### config.mk
export PLATFORM = sky130hd
export DESIGN_NAME = phb_device_end_flat
export DESIGN_NICKNAME = d
export VERILOG_FILES = /design/src/rtl/phb_pkg.sv /design/src/rtl/phb_bus_if.sv /design/src/rtl/phb_device_end.sv /design/src/rtl/phb_target.sv /design/src/flat_wrapper.sv
export SDC_FILE = /design/constraint.sdc
export NUM_CORES = 1
export LEC_CHECK = 0
export BUFFER_PORTS_ARGS = -buffer_cell sky130_fd_sc_hd__buf_2
export CAP_MARGIN = 30
export CORE_ASPECT_RATIO = 1.5
export CORE_UTILIZATION = 46
export CTS_CLUSTER_SIZE = 14
export DETAILED_ROUTE_END_ITERATION = 12
export PLACE_DENSITY = 0.76
export SLEW_MARGIN = 20
export SYNTH_ARGS = -nofsm -noshare
export SYNTH_HDL_FRONTEND = slang
export SYNTH_SLANG_ARGS = --single-unit
### constraint.sdc
create_clock -name core_clk -period 2.08 [get_ports core_clk]
set_input_delay 0.104 -clock core_clk [delete_from_list [all_inputs] [get_ports core_clk]]
set_output_delay 0.104 -clock core_clk [all_outputs]
set_load 0.03 [all_outputs]
### src/rtl/phb_pkg.sv
// Constants and functions shared by both ends of the local bus bridge link.
// Assumes one 10 MHz clock on both ends and a testbench resolving pins.
package phb_pkg;
    localparam int unsigned CLK_HZ          = 10_000_000;
    localparam int unsigned RESET_HOLD_MS   = 24;
    localparam int unsigned RESET_HOLD_CYC  =
        CLK_HZ / 1000 * RESET_HOLD_MS;
    localparam int unsigned NUM_MASTERS     = 3;
    localparam int unsigned SUBTR_DELAY     = 3;

    localparam logic [3:0]  CMD_IO_RD       = 4'h2;
    localparam logic [3:0]  CMD_IO_WR       = 4'h3;
    localparam logic [3:0]  CMD_MEM_RD      = 4'h6;
    localparam logic [3:0]  CMD_MEM_WR      = 4'h7;
    localparam logic [3:0]  CMD_CFG_RD      = 4'ha;
    localparam logic [3:0]  CMD_CFG_WR      = 4'hb;

    localparam logic [31:0] IO_LOW_LIMIT    = 32'h0000_4000;
    localparam logic [31:0] MEM_LOW_LIMIT   = 32'h0100_0000;
    localparam logic [31:0] DRAM_BASE       = 32'h1000_0000;
    localparam logic [31:0] DRAM_LIMIT      = 32'h2000_0000;
    localparam logic [31:0] BOOT_BASE       = 32'hfff0_0000;
    localparam logic [31:0] EMB_IO_BASE     = 32'h0000_f000;
    localparam logic [31:0] EMB_IO_LIMIT    = 32'h0000_f100;

    function automatic logic even_parity(input logic [31:0] ad,
                                         input logic [3:0]  cbe);
        even_parity = ^{ad, cbe};
    endfunction : even_parity

    function automatic logic is_read(input logic [3:0] cmd);
        is_read = (cmd == CMD_IO_RD) || (cmd == CMD_MEM_RD)
                || (cmd == CMD_CFG_RD);
    endfunction : is_read
endpackage : phb_pkg

### src/rtl/phb_bus_if.sv
// Shared local bus wires; every two-way pin carries out, active-low enable.
// Assumes the testbench resolves wire levels from both ends' enables.
`timescale 1ns/1ps
interface phb_bus_if;
    logic [31:0] ad_dev_o;
    logic        ad_dev_oe_n;
    logic [31:0] ad_ext_o;
    logic        ad_ext_oe_n;
    logic [31:0] ad_i;
    logic [3:0]  cbe_n_dev_o;
    logic        cbe_dev_oe_n;
    logic [3:0]  cbe_n_ext_o;
    logic        cbe_ext_oe_n;
    logic [3:0]  cbe_n_i;
    logic        par_dev_o;
    logic        par_dev_oe_n;
    logic        par_ext_o;
    logic        par_ext_oe_n;
    logic        par_i;
    logic        frame_n_ext_o;
    logic        frame_ext_oe_n;
    logic        frame_n_i;
    logic        irdy_n_ext_o;
    logic        irdy_ext_oe_n;
    logic        irdy_n_i;
    logic        trdy_n_dev_o;
    logic        trdy_dev_oe_n;
    logic        trdy_n_i;
    logic        stop_n_dev_o;
    logic        stop_dev_oe_n;
    logic        stop_n_i;
    logic        devsel_n_dev_o;
    logic        devsel_dev_oe_n;
    logic        devsel_n_i;
    logic        lock_n_i;
    logic [2:0]  master_request_n;
    logic [2:0]  master_grant_n;
    logic [3:0]  int_n;
    logic        serr_n;
    logic        bus_reset_out_n;

    modport dev (
        output ad_dev_o, ad_dev_oe_n, cbe_n_dev_o, cbe_dev_oe_n,
        output par_dev_o, par_dev_oe_n, trdy_n_dev_o, trdy_dev_oe_n,
        output stop_n_dev_o, stop_dev_oe_n, devsel_n_dev_o,
        output devsel_dev_oe_n, master_grant_n, bus_reset_out_n,
        input  ad_i, cbe_n_i, par_i, frame_n_i, irdy_n_i, trdy_n_i,
        input  stop_n_i, devsel_n_i, lock_n_i, master_request_n,
        input  int_n, serr_n
    );
    modport ext (
        output ad_ext_o, ad_ext_oe_n, cbe_n_ext_o, cbe_ext_oe_n,
        output par_ext_o, par_ext_oe_n, frame_n_ext_o, frame_ext_oe_n,
        output irdy_n_ext_o, irdy_ext_oe_n, master_request_n, int_n,
        output serr_n,
        input  ad_i, cbe_n_i, par_i, frame_n_i, irdy_n_i, trdy_n_i,
        input  stop_n_i, devsel_n_i, master_grant_n, bus_reset_out_n
    );
endinterface : phb_bus_if

### src/rtl/phb_device_end.sv
// Chipset end: target engine, arbiter, lock, interrupts, error and reset.
// Assumes pin inputs are asynchronous and passes them two flip-flops.
`timescale 1ns/1ps
module phb_device_end #(
    parameter int unsigned RESET_HOLD = phb_pkg::RESET_HOLD_CYC
) (
    input  wire logic        core_clk,
    input  wire logic        rst_b,
    phb_bus_if.dev           bus,
    input  wire logic        main_power_good,
    input  wire logic        nmi_enable,
    input  wire logic [31:0] rd_data,
    input  wire logic [7:0]  int_route,
    output logic             wr_strobe,
    output logic [31:0]      wr_data,
    output logic [31:0]      cyc_addr,
    output logic [3:0]       cyc_cmd,
    output logic             locked,
    output logic [3:0]       irq_to_ctrl,
    output logic             nmi
);
    localparam int W = 32 + 4 + 1 + 1 + 1 + 1 + 1 + 3 + 4 + 1 + 1;
    logic [W-1:0] s1_reg;
    logic [W-1:0] s2_reg;
    logic [31:0]  ad;
    logic [3:0]   cbe_n;
    logic         frame_n;
    logic         irdy_n;
    logic         devsel_n_in;
    logic         lock_n;
    logic         serr_n;
    logic [2:0]   req_n;
    logic [3:0]   int_n;
    logic         pgood;
    logic         stop_unused;

    always_ff @(posedge core_clk) begin
        s1_reg <= {bus.ad_i, bus.cbe_n_i, bus.frame_n_i, bus.irdy_n_i,
                   bus.devsel_n_i, bus.lock_n_i, bus.serr_n,
                   bus.master_request_n, bus.int_n, main_power_good,
                   bus.stop_n_i};
        s2_reg <= s1_reg;
    end
    // Parity input is never sampled: no check and no error flag.
    assign {ad, cbe_n, frame_n, irdy_n, devsel_n_in, lock_n, serr_n,
            req_n, int_n, pgood, stop_unused} = s2_reg;

    logic drive_ad;
    logic active;
    logic trdy_n;
    logic devsel_n;

    phb_target u_target (
        .core_clk    (core_clk),
        .rst_b       (rst_b),
        .frame_n     (frame_n),
        .irdy_n      (irdy_n),
        .devsel_in_n (devsel_n_in),
        .ad_in       (ad),
        .cbe_n_in    (cbe_n),
        .rd_data     (rd_data),
        .active      (active),
        .drive_ad    (drive_ad),
        .trdy_n      (trdy_n),
        .devsel_n    (devsel_n),
        .wr_strobe   (wr_strobe),
        .wr_data     (wr_data),
        .cyc_addr    (cyc_addr),
        .cyc_cmd     (cyc_cmd)
    );

    logic [31:0] ad_out_reg;
    logic        ad_oe_reg;
    logic        par_oe_reg;
    logic        par_reg;
    always_ff @(posedge core_clk) begin
        if (!rst_b) begin
            ad_out_reg <= 32'h0;
            ad_oe_reg  <= 1'b0;
            par_reg    <= 1'b0;
            par_oe_reg <= 1'b0;
        end else begin
            ad_out_reg <= rd_data;
            ad_oe_reg  <= drive_ad;
            // Parity trails its data phase by one clock.
            par_reg    <= phb_pkg::even_parity(ad_out_reg, cbe_n);
            par_oe_reg <= ad_oe_reg;
        end
    end
    assign bus.ad_dev_o        = ad_out_reg;
    assign bus.ad_dev_oe_n     = ~ad_oe_reg;
    assign bus.par_dev_o       = par_reg;
    assign bus.par_dev_oe_n    = ~par_oe_reg;
    // This end never masters, so command lines stay released.
    assign bus.cbe_n_dev_o     = 4'hf;
    assign bus.cbe_dev_oe_n    = 1'b1;
    assign bus.trdy_n_dev_o    = trdy_n;
    assign bus.trdy_dev_oe_n   = ~active;
    assign bus.devsel_n_dev_o  = devsel_n;
    assign bus.devsel_dev_oe_n = ~active;
    assign bus.stop_n_dev_o    = 1'b1;
    assign bus.stop_dev_oe_n   = 1'b1;

    logic frame_d_reg;
    always_ff @(posedge core_clk) begin
        if (!rst_b) begin
            frame_d_reg <= 1'b1;
            locked      <= 1'b0;
        end else begin
            frame_d_reg <= frame_n;
            if (frame_d_reg && !frame_n && !lock_n) begin
                locked <= 1'b1;
            end else if (lock_n) begin
                locked <= 1'b0;
            end
        end
    end

    // Round robin; a grant is held until its request and frame drop.
    logic [2:0] grant_reg;
    logic [1:0] last_reg;
    logic [1:0] pick;
    logic       any_req;
    always_comb begin
        pick    = last_reg;
        any_req = 1'b0;
        for (int i = 1; i <= 3; i++) begin
            logic [1:0] idx;
            idx = 2'((int'(last_reg) + i) % phb_pkg::NUM_MASTERS);
            if (!any_req && !req_n[idx]) begin
                pick    = idx;
                any_req = 1'b1;
            end
        end
    end
    always_ff @(posedge core_clk) begin
        if (!rst_b) begin
            grant_reg <= 3'h0;
            last_reg  <= 2'h0;
        end else if (grant_reg == 3'h0) begin
            if (any_req && frame_n) begin
                grant_reg <= 3'(1 << pick);
                last_reg  <= pick;
            end
        end else if ((grant_reg & ~req_n) == 3'h0 && frame_n) begin
            grant_reg <= 3'h0;
        end
    end
    assign bus.master_grant_n = ~grant_reg;

    always_ff @(posedge core_clk) begin
        if (!rst_b) begin
            irq_to_ctrl <= 4'h0;
            nmi         <= 1'b0;
        end else begin
            for (int k = 0; k < 4; k++) begin
                irq_to_ctrl[k] <= !int_n[int_route[2*k +: 2]];
            end
            nmi <= nmi_enable && !serr_n;
        end
    end

    logic [$clog2(RESET_HOLD+1)-1:0] hold_reg;
    logic rst_out_reg;
    always_ff @(posedge core_clk) begin
        if (!rst_b || !pgood) begin
            hold_reg    <= '0;
            rst_out_reg <= 1'b0;
        end else if (rst_out_reg == 1'b0) begin
            if (hold_reg == $bits(hold_reg)'(RESET_HOLD - 1)) begin
                rst_out_reg <= 1'b1;
            end else begin
                hold_reg <= hold_reg + 1'b1;
            end
        end
    end
    assign bus.bus_reset_out_n = rst_out_reg;
endmodule : phb_device_end

### src/rtl/phb_target.sv
// Target-side data phase engine with positive and subtractive decode.
// Assumes all bus inputs are already synchronised to core_clk.
`timescale 1ns/1ps
module phb_target (
    input  wire logic        core_clk,
    input  wire logic        rst_b,
    input  wire logic        frame_n,
    input  wire logic        irdy_n,
    input  wire logic        devsel_in_n,
    input  wire logic [31:0] ad_in,
    input  wire logic [3:0]  cbe_n_in,
    input  wire logic [31:0] rd_data,
    output logic             active,
    output logic             drive_ad,
    output logic             trdy_n,
    output logic             devsel_n,
    output logic             wr_strobe,
    output logic [31:0]      wr_data,
    output logic [31:0]      cyc_addr,
    output logic [3:0]       cyc_cmd
);
    typedef enum logic [2:0] {
        PHT_IDLE, PHT_DECODE, PHT_DATA, PHT_TURN
    } pht_state_t;

    pht_state_t state_reg;
    logic [1:0] wait_reg;
    logic       positive;
    logic       subtract;
    logic       mem_cmd;
    logic       io_cmd;
    logic       cfg_cmd;
    logic       owned;

    assign mem_cmd = (cyc_cmd == phb_pkg::CMD_MEM_RD)
                   || (cyc_cmd == phb_pkg::CMD_MEM_WR);
    assign io_cmd  = (cyc_cmd == phb_pkg::CMD_IO_RD)
                   || (cyc_cmd == phb_pkg::CMD_IO_WR);
    assign cfg_cmd = (cyc_cmd == phb_pkg::CMD_CFG_RD)
                   || (cyc_cmd == phb_pkg::CMD_CFG_WR);
    assign positive = cfg_cmd
        || (mem_cmd && cyc_addr >= phb_pkg::DRAM_BASE
                    && cyc_addr <  phb_pkg::DRAM_LIMIT)
        || (mem_cmd && cyc_addr >= phb_pkg::BOOT_BASE)
        || (io_cmd  && cyc_addr >= phb_pkg::EMB_IO_BASE
                    && cyc_addr <  phb_pkg::EMB_IO_LIMIT);
    assign subtract = (io_cmd && cyc_addr < phb_pkg::IO_LOW_LIMIT)
        || (mem_cmd && cyc_addr < phb_pkg::MEM_LOW_LIMIT);
    // Memory data is handled elsewhere, so only config and I/O own lines.
    assign owned    = cfg_cmd || io_cmd;

    always_ff @(posedge core_clk) begin
        if (!rst_b) begin
            state_reg <= PHT_IDLE;
            wait_reg  <= 2'h0;
            cyc_addr  <= 32'h0;
            cyc_cmd   <= 4'h0;
            devsel_n  <= 1'b1;
            trdy_n    <= 1'b1;
            active    <= 1'b0;
        end else begin
            case (state_reg)
                PHT_IDLE: begin
                    if (!frame_n) begin
                        cyc_addr  <= ad_in;
                        cyc_cmd   <= ~cbe_n_in;
                        wait_reg  <= 2'h0;
                        state_reg <= PHT_DECODE;
                    end
                end
                PHT_DECODE: begin
                    wait_reg <= wait_reg + 2'h1;
                    if (positive || (subtract && devsel_in_n
                        && wait_reg == 2'(phb_pkg::SUBTR_DELAY - 1))) begin
                        devsel_n  <= 1'b0;
                        active    <= 1'b1;
                        state_reg <= PHT_DATA;
                    end else if (wait_reg == 2'(phb_pkg::SUBTR_DELAY - 1)
                                 || !devsel_in_n) begin
                        state_reg <= PHT_TURN;
                    end
                end
                PHT_DATA: begin
                    // Single data phase; read data must be valid now.
                    trdy_n <= 1'b0;
                    if (!trdy_n && !irdy_n) begin
                        trdy_n    <= 1'b1;
                        devsel_n  <= 1'b1;
                        active    <= 1'b0;
                        state_reg <= PHT_TURN;
                    end
                end
                PHT_TURN: begin
                    if (frame_n) begin
                        state_reg <= PHT_IDLE;
                    end
                end
                default: state_reg <= PHT_IDLE;
            endcase
        end
    end

    assign drive_ad = active && owned
                   && phb_pkg::is_read(cyc_cmd);

    always_ff @(posedge core_clk) begin
        if (!rst_b) begin
            wr_strobe <= 1'b0;
            wr_data   <= 32'h0;
        end else begin
            wr_strobe <= 1'b0;
            if (state_reg == PHT_DATA && !trdy_n && !irdy_n && owned
                && !phb_pkg::is_read(cyc_cmd)) begin
                wr_strobe <= 1'b1;
                wr_data   <= ad_in;
            end
        end
    end

    // Returned data is never used here; the device end registers it onto the lines.
    logic unused_rd;
    assign unused_rd = ^rd_data;
endmodule : phb_target

### src/flat_wrapper.sv
// flat-port wrapper written by rule: the top's interface ports become plain ports
module phb_device_end_flat 
#(
    parameter int unsigned RESET_HOLD = phb_pkg::RESET_HOLD_CYC
)
  (core_clk, rst_b, main_power_good, nmi_enable, rd_data, int_route, wr_strobe, wr_data, cyc_addr, cyc_cmd, locked, irq_to_ctrl, nmi, bus_ad_dev_o, bus_ad_dev_oe_n, bus_cbe_n_dev_o, bus_cbe_dev_oe_n, bus_par_dev_o, bus_par_dev_oe_n, bus_trdy_n_dev_o, bus_trdy_dev_oe_n, bus_stop_n_dev_o, bus_stop_dev_oe_n, bus_devsel_n_dev_o, bus_devsel_dev_oe_n, bus_master_grant_n, bus_bus_reset_out_n, bus_ad_i, bus_cbe_n_i, bus_par_i, bus_frame_n_i, bus_irdy_n_i, bus_trdy_n_i, bus_stop_n_i, bus_devsel_n_i, bus_lock_n_i, bus_master_request_n, bus_int_n, bus_serr_n);
  phb_bus_if bus_i ();
  input  wire logic core_clk;
  input  wire logic rst_b;
  input  wire logic main_power_good;
  input  wire logic nmi_enable;
  input  wire logic [31:0] rd_data;
  input  wire logic [7:0] int_route;
  output logic wr_strobe;
  output logic [31:0] wr_data;
  output logic [31:0] cyc_addr;
  output logic [3:0] cyc_cmd;
  output logic locked;
  output logic [3:0] irq_to_ctrl;
  output logic nmi;
  output wire logic [$bits(bus_i.ad_dev_o)-1:0] bus_ad_dev_o;
  output wire logic [$bits(bus_i.ad_dev_oe_n)-1:0] bus_ad_dev_oe_n;
  output wire logic [$bits(bus_i.cbe_n_dev_o)-1:0] bus_cbe_n_dev_o;
  output wire logic [$bits(bus_i.cbe_dev_oe_n)-1:0] bus_cbe_dev_oe_n;
  output wire logic [$bits(bus_i.par_dev_o)-1:0] bus_par_dev_o;
  output wire logic [$bits(bus_i.par_dev_oe_n)-1:0] bus_par_dev_oe_n;
  output wire logic [$bits(bus_i.trdy_n_dev_o)-1:0] bus_trdy_n_dev_o;
  output wire logic [$bits(bus_i.trdy_dev_oe_n)-1:0] bus_trdy_dev_oe_n;
  output wire logic [$bits(bus_i.stop_n_dev_o)-1:0] bus_stop_n_dev_o;
  output wire logic [$bits(bus_i.stop_dev_oe_n)-1:0] bus_stop_dev_oe_n;
  output wire logic [$bits(bus_i.devsel_n_dev_o)-1:0] bus_devsel_n_dev_o;
  output wire logic [$bits(bus_i.devsel_dev_oe_n)-1:0] bus_devsel_dev_oe_n;
  output wire logic [$bits(bus_i.master_grant_n)-1:0] bus_master_grant_n;
  output wire logic [$bits(bus_i.bus_reset_out_n)-1:0] bus_bus_reset_out_n;
  input wire logic [$bits(bus_i.ad_i)-1:0] bus_ad_i;
  input wire logic [$bits(bus_i.cbe_n_i)-1:0] bus_cbe_n_i;
  input wire logic [$bits(bus_i.par_i)-1:0] bus_par_i;
  input wire logic [$bits(bus_i.frame_n_i)-1:0] bus_frame_n_i;
  input wire logic [$bits(bus_i.irdy_n_i)-1:0] bus_irdy_n_i;
  input wire logic [$bits(bus_i.trdy_n_i)-1:0] bus_trdy_n_i;
  input wire logic [$bits(bus_i.stop_n_i)-1:0] bus_stop_n_i;
  input wire logic [$bits(bus_i.devsel_n_i)-1:0] bus_devsel_n_i;
  input wire logic [$bits(bus_i.lock_n_i)-1:0] bus_lock_n_i;
  input wire logic [$bits(bus_i.master_request_n)-1:0] bus_master_request_n;
  input wire logic [$bits(bus_i.int_n)-1:0] bus_int_n;
  input wire logic [$bits(bus_i.serr_n)-1:0] bus_serr_n;
  assign bus_ad_dev_o = bus_i.ad_dev_o;
  assign bus_ad_dev_oe_n = bus_i.ad_dev_oe_n;
  assign bus_cbe_n_dev_o = bus_i.cbe_n_dev_o;
  assign bus_cbe_dev_oe_n = bus_i.cbe_dev_oe_n;
  assign bus_par_dev_o = bus_i.par_dev_o;
  assign bus_par_dev_oe_n = bus_i.par_dev_oe_n;
  assign bus_trdy_n_dev_o = bus_i.trdy_n_dev_o;
  assign bus_trdy_dev_oe_n = bus_i.trdy_dev_oe_n;
  assign bus_stop_n_dev_o = bus_i.stop_n_dev_o;
  assign bus_stop_dev_oe_n = bus_i.stop_dev_oe_n;
  assign bus_devsel_n_dev_o = bus_i.devsel_n_dev_o;
  assign bus_devsel_dev_oe_n = bus_i.devsel_dev_oe_n;
  assign bus_master_grant_n = bus_i.master_grant_n;
  assign bus_bus_reset_out_n = bus_i.bus_reset_out_n;
  assign bus_i.ad_i = bus_ad_i;
  assign bus_i.cbe_n_i = bus_cbe_n_i;
  assign bus_i.par_i = bus_par_i;
  assign bus_i.frame_n_i = bus_frame_n_i;
  assign bus_i.irdy_n_i = bus_irdy_n_i;
  assign bus_i.trdy_n_i = bus_trdy_n_i;
  assign bus_i.stop_n_i = bus_stop_n_i;
  assign bus_i.devsel_n_i = bus_devsel_n_i;
  assign bus_i.lock_n_i = bus_lock_n_i;
  assign bus_i.master_request_n = bus_master_request_n;
  assign bus_i.int_n = bus_int_n;
  assign bus_i.serr_n = bus_serr_n;
  phb_device_end #(.RESET_HOLD(RESET_HOLD)) u_core (.core_clk(core_clk), .rst_b(rst_b), .bus(bus_i), .main_power_good(main_power_good), .nmi_enable(nmi_enable), .rd_data(rd_data), .int_route(int_route), .wr_strobe(wr_strobe), .wr_data(wr_data), .cyc_addr(cyc_addr), .cyc_cmd(cyc_cmd), .locked(locked), .irq_to_ctrl(irq_to_ctrl), .nmi(nmi));
endmodule
==> Word level (Yosys, flattened, before mapping) <==
Index checks and enable logic that the tools add are counted.
{ "word_totals": {"word_cells": 183, "ff_bits": 243} }
{ "op_classes": {"add_sub_neg": 5, "reduce_logical": 67, "shifts": 1, "bitwise_logic": 10, "n_eq_ne": 17, "muxes": 43, "div_mod_pow": 3, "order_cmp": 14} }
{ "op_table": {"columns": ["operator", "n"], "rows": [
  ["32-bit by 2-bit modulo with 32-bit output (second input constant)", 3],
  ["36-bit XOR reduction", 1],
  ["32-bit by 16-bit greater-or-equal comparator with 1-bit output (second input constant)", 1],
  ["32-bit by 29-bit greater-or-equal comparator with 1-bit output (second input constant)", 1],
  ["32-bit greater-or-equal comparator (second input constant)", 1],
  ["32-bit by 15-bit less-than comparator with 1-bit output (second input constant)", 1],
  ["32-bit by 16-bit less-than comparator with 1-bit output (second input constant)", 1],
  ["32-bit by 25-bit less-than comparator with 1-bit output (second input constant)", 1],
  ["32-bit by 30-bit less-than comparator with 1-bit output (second input constant)", 1],
  ["3-bit two-way mux", 8],
  ["1-bit logical AND", 23],
  ["2-bit by 3-bit less-than comparator with 1-bit output (second input constant)", 7],
  ["1-bit two-way mux", 20],
  ["18-bit by 1-bit adder with 18-bit output (second input constant)", 1],
  ["18-bit == test (second input constant)", 1],
  ["1-bit logical NOT", 16],
  ["1-bit binary-select mux with 2-bit select", 7],
  ["1-bit logical OR", 13],
  ["3-bit one-hot mux with 4 select lines", 1],
  ["2-bit AND reduction", 5],
  ["3-bit logical NOT", 3],
  ["4-bit by 2-bit == test with 1-bit output (second input constant)", 2],
  ["4-bit by 3-bit == test with 1-bit output (second input constant)", 2],
  ["4-bit == test (second input constant)", 2],
  ["20 further kinds", 38]
]} }

==> Longest topological paths before layout <==
{ "depth": {"depth_word": 13, "mapped_depth": 9, "mapped_depth_nobuf": 8} }

==> Cells and area by module <==
From an unflattened synthesis, not the netlist that was laid out.
{ "unflattened": {"hier_cells": 789, "hier_area_um2": 7998.9} }
{ "modules_own_cells": {"columns": ["mod", "n_inst", "area_per_inst_um2", "cells_each"], "rows": [
  ["phb_device_end", 1, 5052.3, 416],
  ["phb_target", 1, 2946.6, 373]
]} }

==> Worst setup path before layout <==
Ideal clock, no wire load.
{ "synth_path": {"path_kind": "reg2reg", "start": "reg u_core.last_reg[0]", "end": "reg u_core.grant_reg[0]", "period_less_slack_ns": 2.228, "path_buffers": 1, "t_arrival_ns": 2.158, "slack_ns": -0.148, "required_time_ns": 2.010, "path_stages_with_launch": 9, "path_cell_list": "dfxtp_1 inv_1 ha_1 clkbuf_1 a221o_1 or3_4 a31oi_4 or4b_1 a21boi_1"} }
{ "synth_between": {"elab_chain_cells": 13, "elab_cells_between_ends": 29} }
{ "synth_lines": {"columns": ["element", "line_no", "source"], "rows": [
  ["start: declaration", "phb_device_end.sv:121", "logic [1:0] last_reg;"],
  ["start signal: assignment", "phb_device_end.sv:143", "last_reg <= pick;"],
  ["2-bit by 2-bit adder with 3-bit output", "phb_device_end.sv:129", "idx = 2'((int'(last_reg) + i) % phb_pkg::NUM_MASTERS);"],
  ["32-bit by 2-bit modulo with 32-bit output", "phb_device_end.sv:129", null],
  ["1-bit binary-select mux with 2-bit select", "phb_device_end.sv:130", "if (!any_req && !req_n[idx]) begin"],
  ["1-bit two-way mux (implied by the code)", "phb_device_end.sv:130", null],
  ["1-bit logical NOT", "phb_device_end.sv:130", null],
  ["1-bit logical AND", "phb_device_end.sv:130", null],
  ["1-bit two-way mux", "phb_device_end.sv:130", null],
  ["1-bit logical NOT", "phb_device_end.sv:130", null],
  ["1-bit logical AND", "phb_device_end.sv:130", null],
  ["2-bit two-way mux / 1-bit two-way mux (equally long branches)", "phb_device_end.sv:130", null],
  ["1-bit by 2-bit << shifter with 3-bit output / 1-bit logical AND (equally long branches)", "phb_device_end.sv:142, phb_device_end.sv:141", null],
  ["3-bit two-way mux / 2-bit != test (equally long branches)", null, null],
  ["3-bit two-way mux / 2-bit AND reduction (equally long branches)", null, null],
  ["end signal: assignment", "phb_device_end.sv:142", "grant_reg <= 3'(1 << pick);"],
  ["end: declaration", "phb_device_end.sv:120", "logic [2:0] grant_reg;"]
]} }
Several ways; a longest one is shown, not always the timed one. The select of a mux whose other input is x is not followed.
A chain may end at the register's enable or synchronous reset.

==> Worst setup path after layout <==
{ "layout_path": {"start": "reg u_core.last_reg[1]", "end": "reg u_core.grant_reg[0]"} }
The elaborated chain is that of the path after synthesis.

==> results.toml <==
[clock_tree]
cts.sinks = 240
cts_tree = "built"
clock_latency_ns = 0.49
clockBufferDepth = 3
clockRootBuffer = "clkbuf_16"
numCtsBuffers = 23
cts_max_level = 1
path_clk_slew_ns = 0.06

[route]
dr.pass1.iters = 4
num_vias = 6305
routed_wirelength_um = 19700
drcViolationCount = 0
wire_per_inst_um = 15.1
via_per_inst = 4.85
ant_nets = 0
drtIter0Drc = 254

[worst_setup_path]
cp_max_fo = 6
cp.required_ns = 2.51
crit_type = "flop to flop"
endpoint_kind = "flop"
cp.arrival_ns = 2.55
setup.worst_path.start_class = "flop"

[place]
dp.cells = 1171
port_buffers = 209
hpwl_um = 12300
gp_congestion = 0.798
place_area_sq_um = 9340

[synthesis]
avgSynthCellArea_sq_um = 10.4
synth_cell_type_count = 61
synth_edf_count = 0
yosys.area_share.simple_pct = 17.0
synthAdderAreaFrac_pct = 1.38
muxShareOfSynthArea_pct = 1.63
synth_area_sq_um = 7970
synth_top_family_by_area = "simple AND/OR/NAND/NOR gates"
synth_cells = 765
ys_async_sr_fraction_pct = 0
yosysWarningCount = 0
synth-seq-area-share_pct = 60.3
synth_ff_type = "dfxtp_1"
ys_ff_latch = 240
synth-xor-area-share_pct = 5.77
synth_compound_area_share_pct = 10.5

[timing]
setup_violations = 2
setup_ws_ns = -0.0489
max_slew_margin_pct = 65.6
fin_worst_skew_ns = 0.00620
timing.fmax_mhz = 470
setup_tns_ns = -0.0703
period_share_pct = 102
rsz0062_at_grt = "yes"
drv_slew = 0
worstMarginPinSlew_ns = 0.515
finalHoldViolCount = 0
finalCriticalPeriod_ns = 2.13

[die]
die_x_um = 110
fp-row-count = 58
dieArea_sq_um = 17900
die_h_um = 163
core_sq_um = 16800
boundaryPins = 220
initial_core_util_pct = 47.4

[layout]
fin_nets = 1182
drive_gt1_share_pct = 27.2
final-instance-count-excl-fill = 1300
postLayoutCellArea_sq_um = 11100
antenna_cells = 0
syn2layout_area_growth_pct = 38.8

[grt]
grt_usage_pct = 21.3
grt-ovfl-total = 0
antenna_found_initial = 0
grt_first_pass_wirelength_um = 29900
grt_max_degree = 56
grt_pass1_vias = 6398

[run_status]
status = "complete, but fails checks"
violations = "negative setup slack"

[power_and_ir_drop]
p_leak_nw = 4.82
powerDensity_nw_per_um2 = 1110
peakVddDrop_mv = 0.773

[job]
drv_cap = 0

[worst_hold_path]
hold_path.class = "input port to flop"
==> timing repair <==
item	CTS	global route
cloned	0	0
gates resized for setup	8	11
endpoints found under the setup margin	5	5
endpoints found under the hold margin	86	0
buffers inserted	1	3
pin swaps	1	4
hold buffers	89	0
==> cells in the mapped netlist (5+ instances only) <==
library cell	instances	area share, %
a21boi_0	66	6.2
a21oi_1	5	0.31
and2_1	39	3.1
and4_1	6	0.66
buf_4	8	0.75
clkbuf_1	32	1.5
dfxtp_1	240	60
ha_1	8	1.3
inv_1	19	0.89
nand2_1	155	7.3
nand3_1	9	0.56
nand4_1	6	0.47
nor2_1	27	1.3
nor2b_1	8	0.63
nor3_1	8	0.50
o21ai_0	9	0.56
xnor2_1	36	4.0
xor2_1	14	1.5
==> metal layers <==
layer | global-route usage (%) | vias up | share of wire (%)
li1 | - | 3133 | -
met2 | 41.2 | 206 | 53
met4 | 11.0 | 0 | 4.9
met1 | 20.9 | 2904 | 37
met3 | 3.87 | 62 | 5.8
met5 | 0 | - | 0
==> critical path: stages (launching register included) <==
cell      delay [ns]
dfxtp_4         0.36
inv_2           0.06
ha_4            0.16
a21oi_1         0.07
a221o_1         0.30
or3_4           0.35
a31oi_4         0.19
or4b_1          0.44
a21boi_1        0.12
==> stage by stage <==
stage | hold WS, ns | util [%] | power, mW | setup slack [ns]
after floorplan | 0.132 | - | 7.07 | -0.0770
after global placement | 0.206 | 55.5 | 7.89 | -0.0569
after detailed placement | 0.208 | 55.5 | 7.94 | -0.120
after CTS | 0.00325 | 65.4 | 12.2 | -0.0583
after global routing | 0.0169 | 65.7 | 12.9 | -0.120
final | 0.0269 | 65.7 | 12.3 | -0.0489
==> cell families after synthesis <==
group                    Yosys count
adder cells (fa/ha/maj)            9
XOR/XNOR                          51
buffers and inverters             62
AND/OR/NAND/NOR                  284
multiplexers                       8
other                              1
flip-flops                       240
AO/OA/AOI/OAI                    110
==> power by group <==
part | total, mW | internal [mW] | switching, mW
sequential | 5.24 | 4.98 | 0.268
combinational | 3.03 | 1.33 | 1.70
clock | 4.00 | 2.36 | 1.63
total | 12.3 | 8.68 | 3.60
==> layout by cell type, fill, tap and decap left out, drive strengths merged, types with 4 or more instances in the layout <==
cell and n:
dfxtp 240, buf 235, nand2 155, dlygate4sd3 89, a21boi 68, and2 39, xnor2 36, clkbuf 28
nor2 27, inv 20, xor2 14, nand3 9, o21ai 9, nor2b 8, nor3 8, ha 8
conb 7, clkinv 7, and4 6, nand4 6, a21oi 5, and3 4, mux2i 4, mux4 4
o211a 4, nand2b 4, nor4 4
==> path summary, 6_finish.rpt <==
kind	from	to	slack, ns	cells after the start
setup / recovery	u_core.last_reg[1]	u_core.grant_reg[0]	-0.05	8
hold / removal	int_route[2]	u_core.irq_to_ctrl[1]	0.03	3
setup reg to reg	u_core.last_reg[1]	u_core.grant_reg[0]	-0.05	8
hold reg to reg	u_core.s1_reg[35]	u_core.s2_reg[35]	0.32	0
==> area by class of cell <==
type | count | area (sq um)
clock inverters | 8 | 97.6
well taps | 210 | 263
inverters | 21 | 78.8
flip-flops and latches | 240 | 4810
multi-input cells | 469 | 3010
fillers | 1266 | 5770
repair buffers | 324 | 2180
clock buffers | 28 | 624
Power figures use the tool's default switching activity.
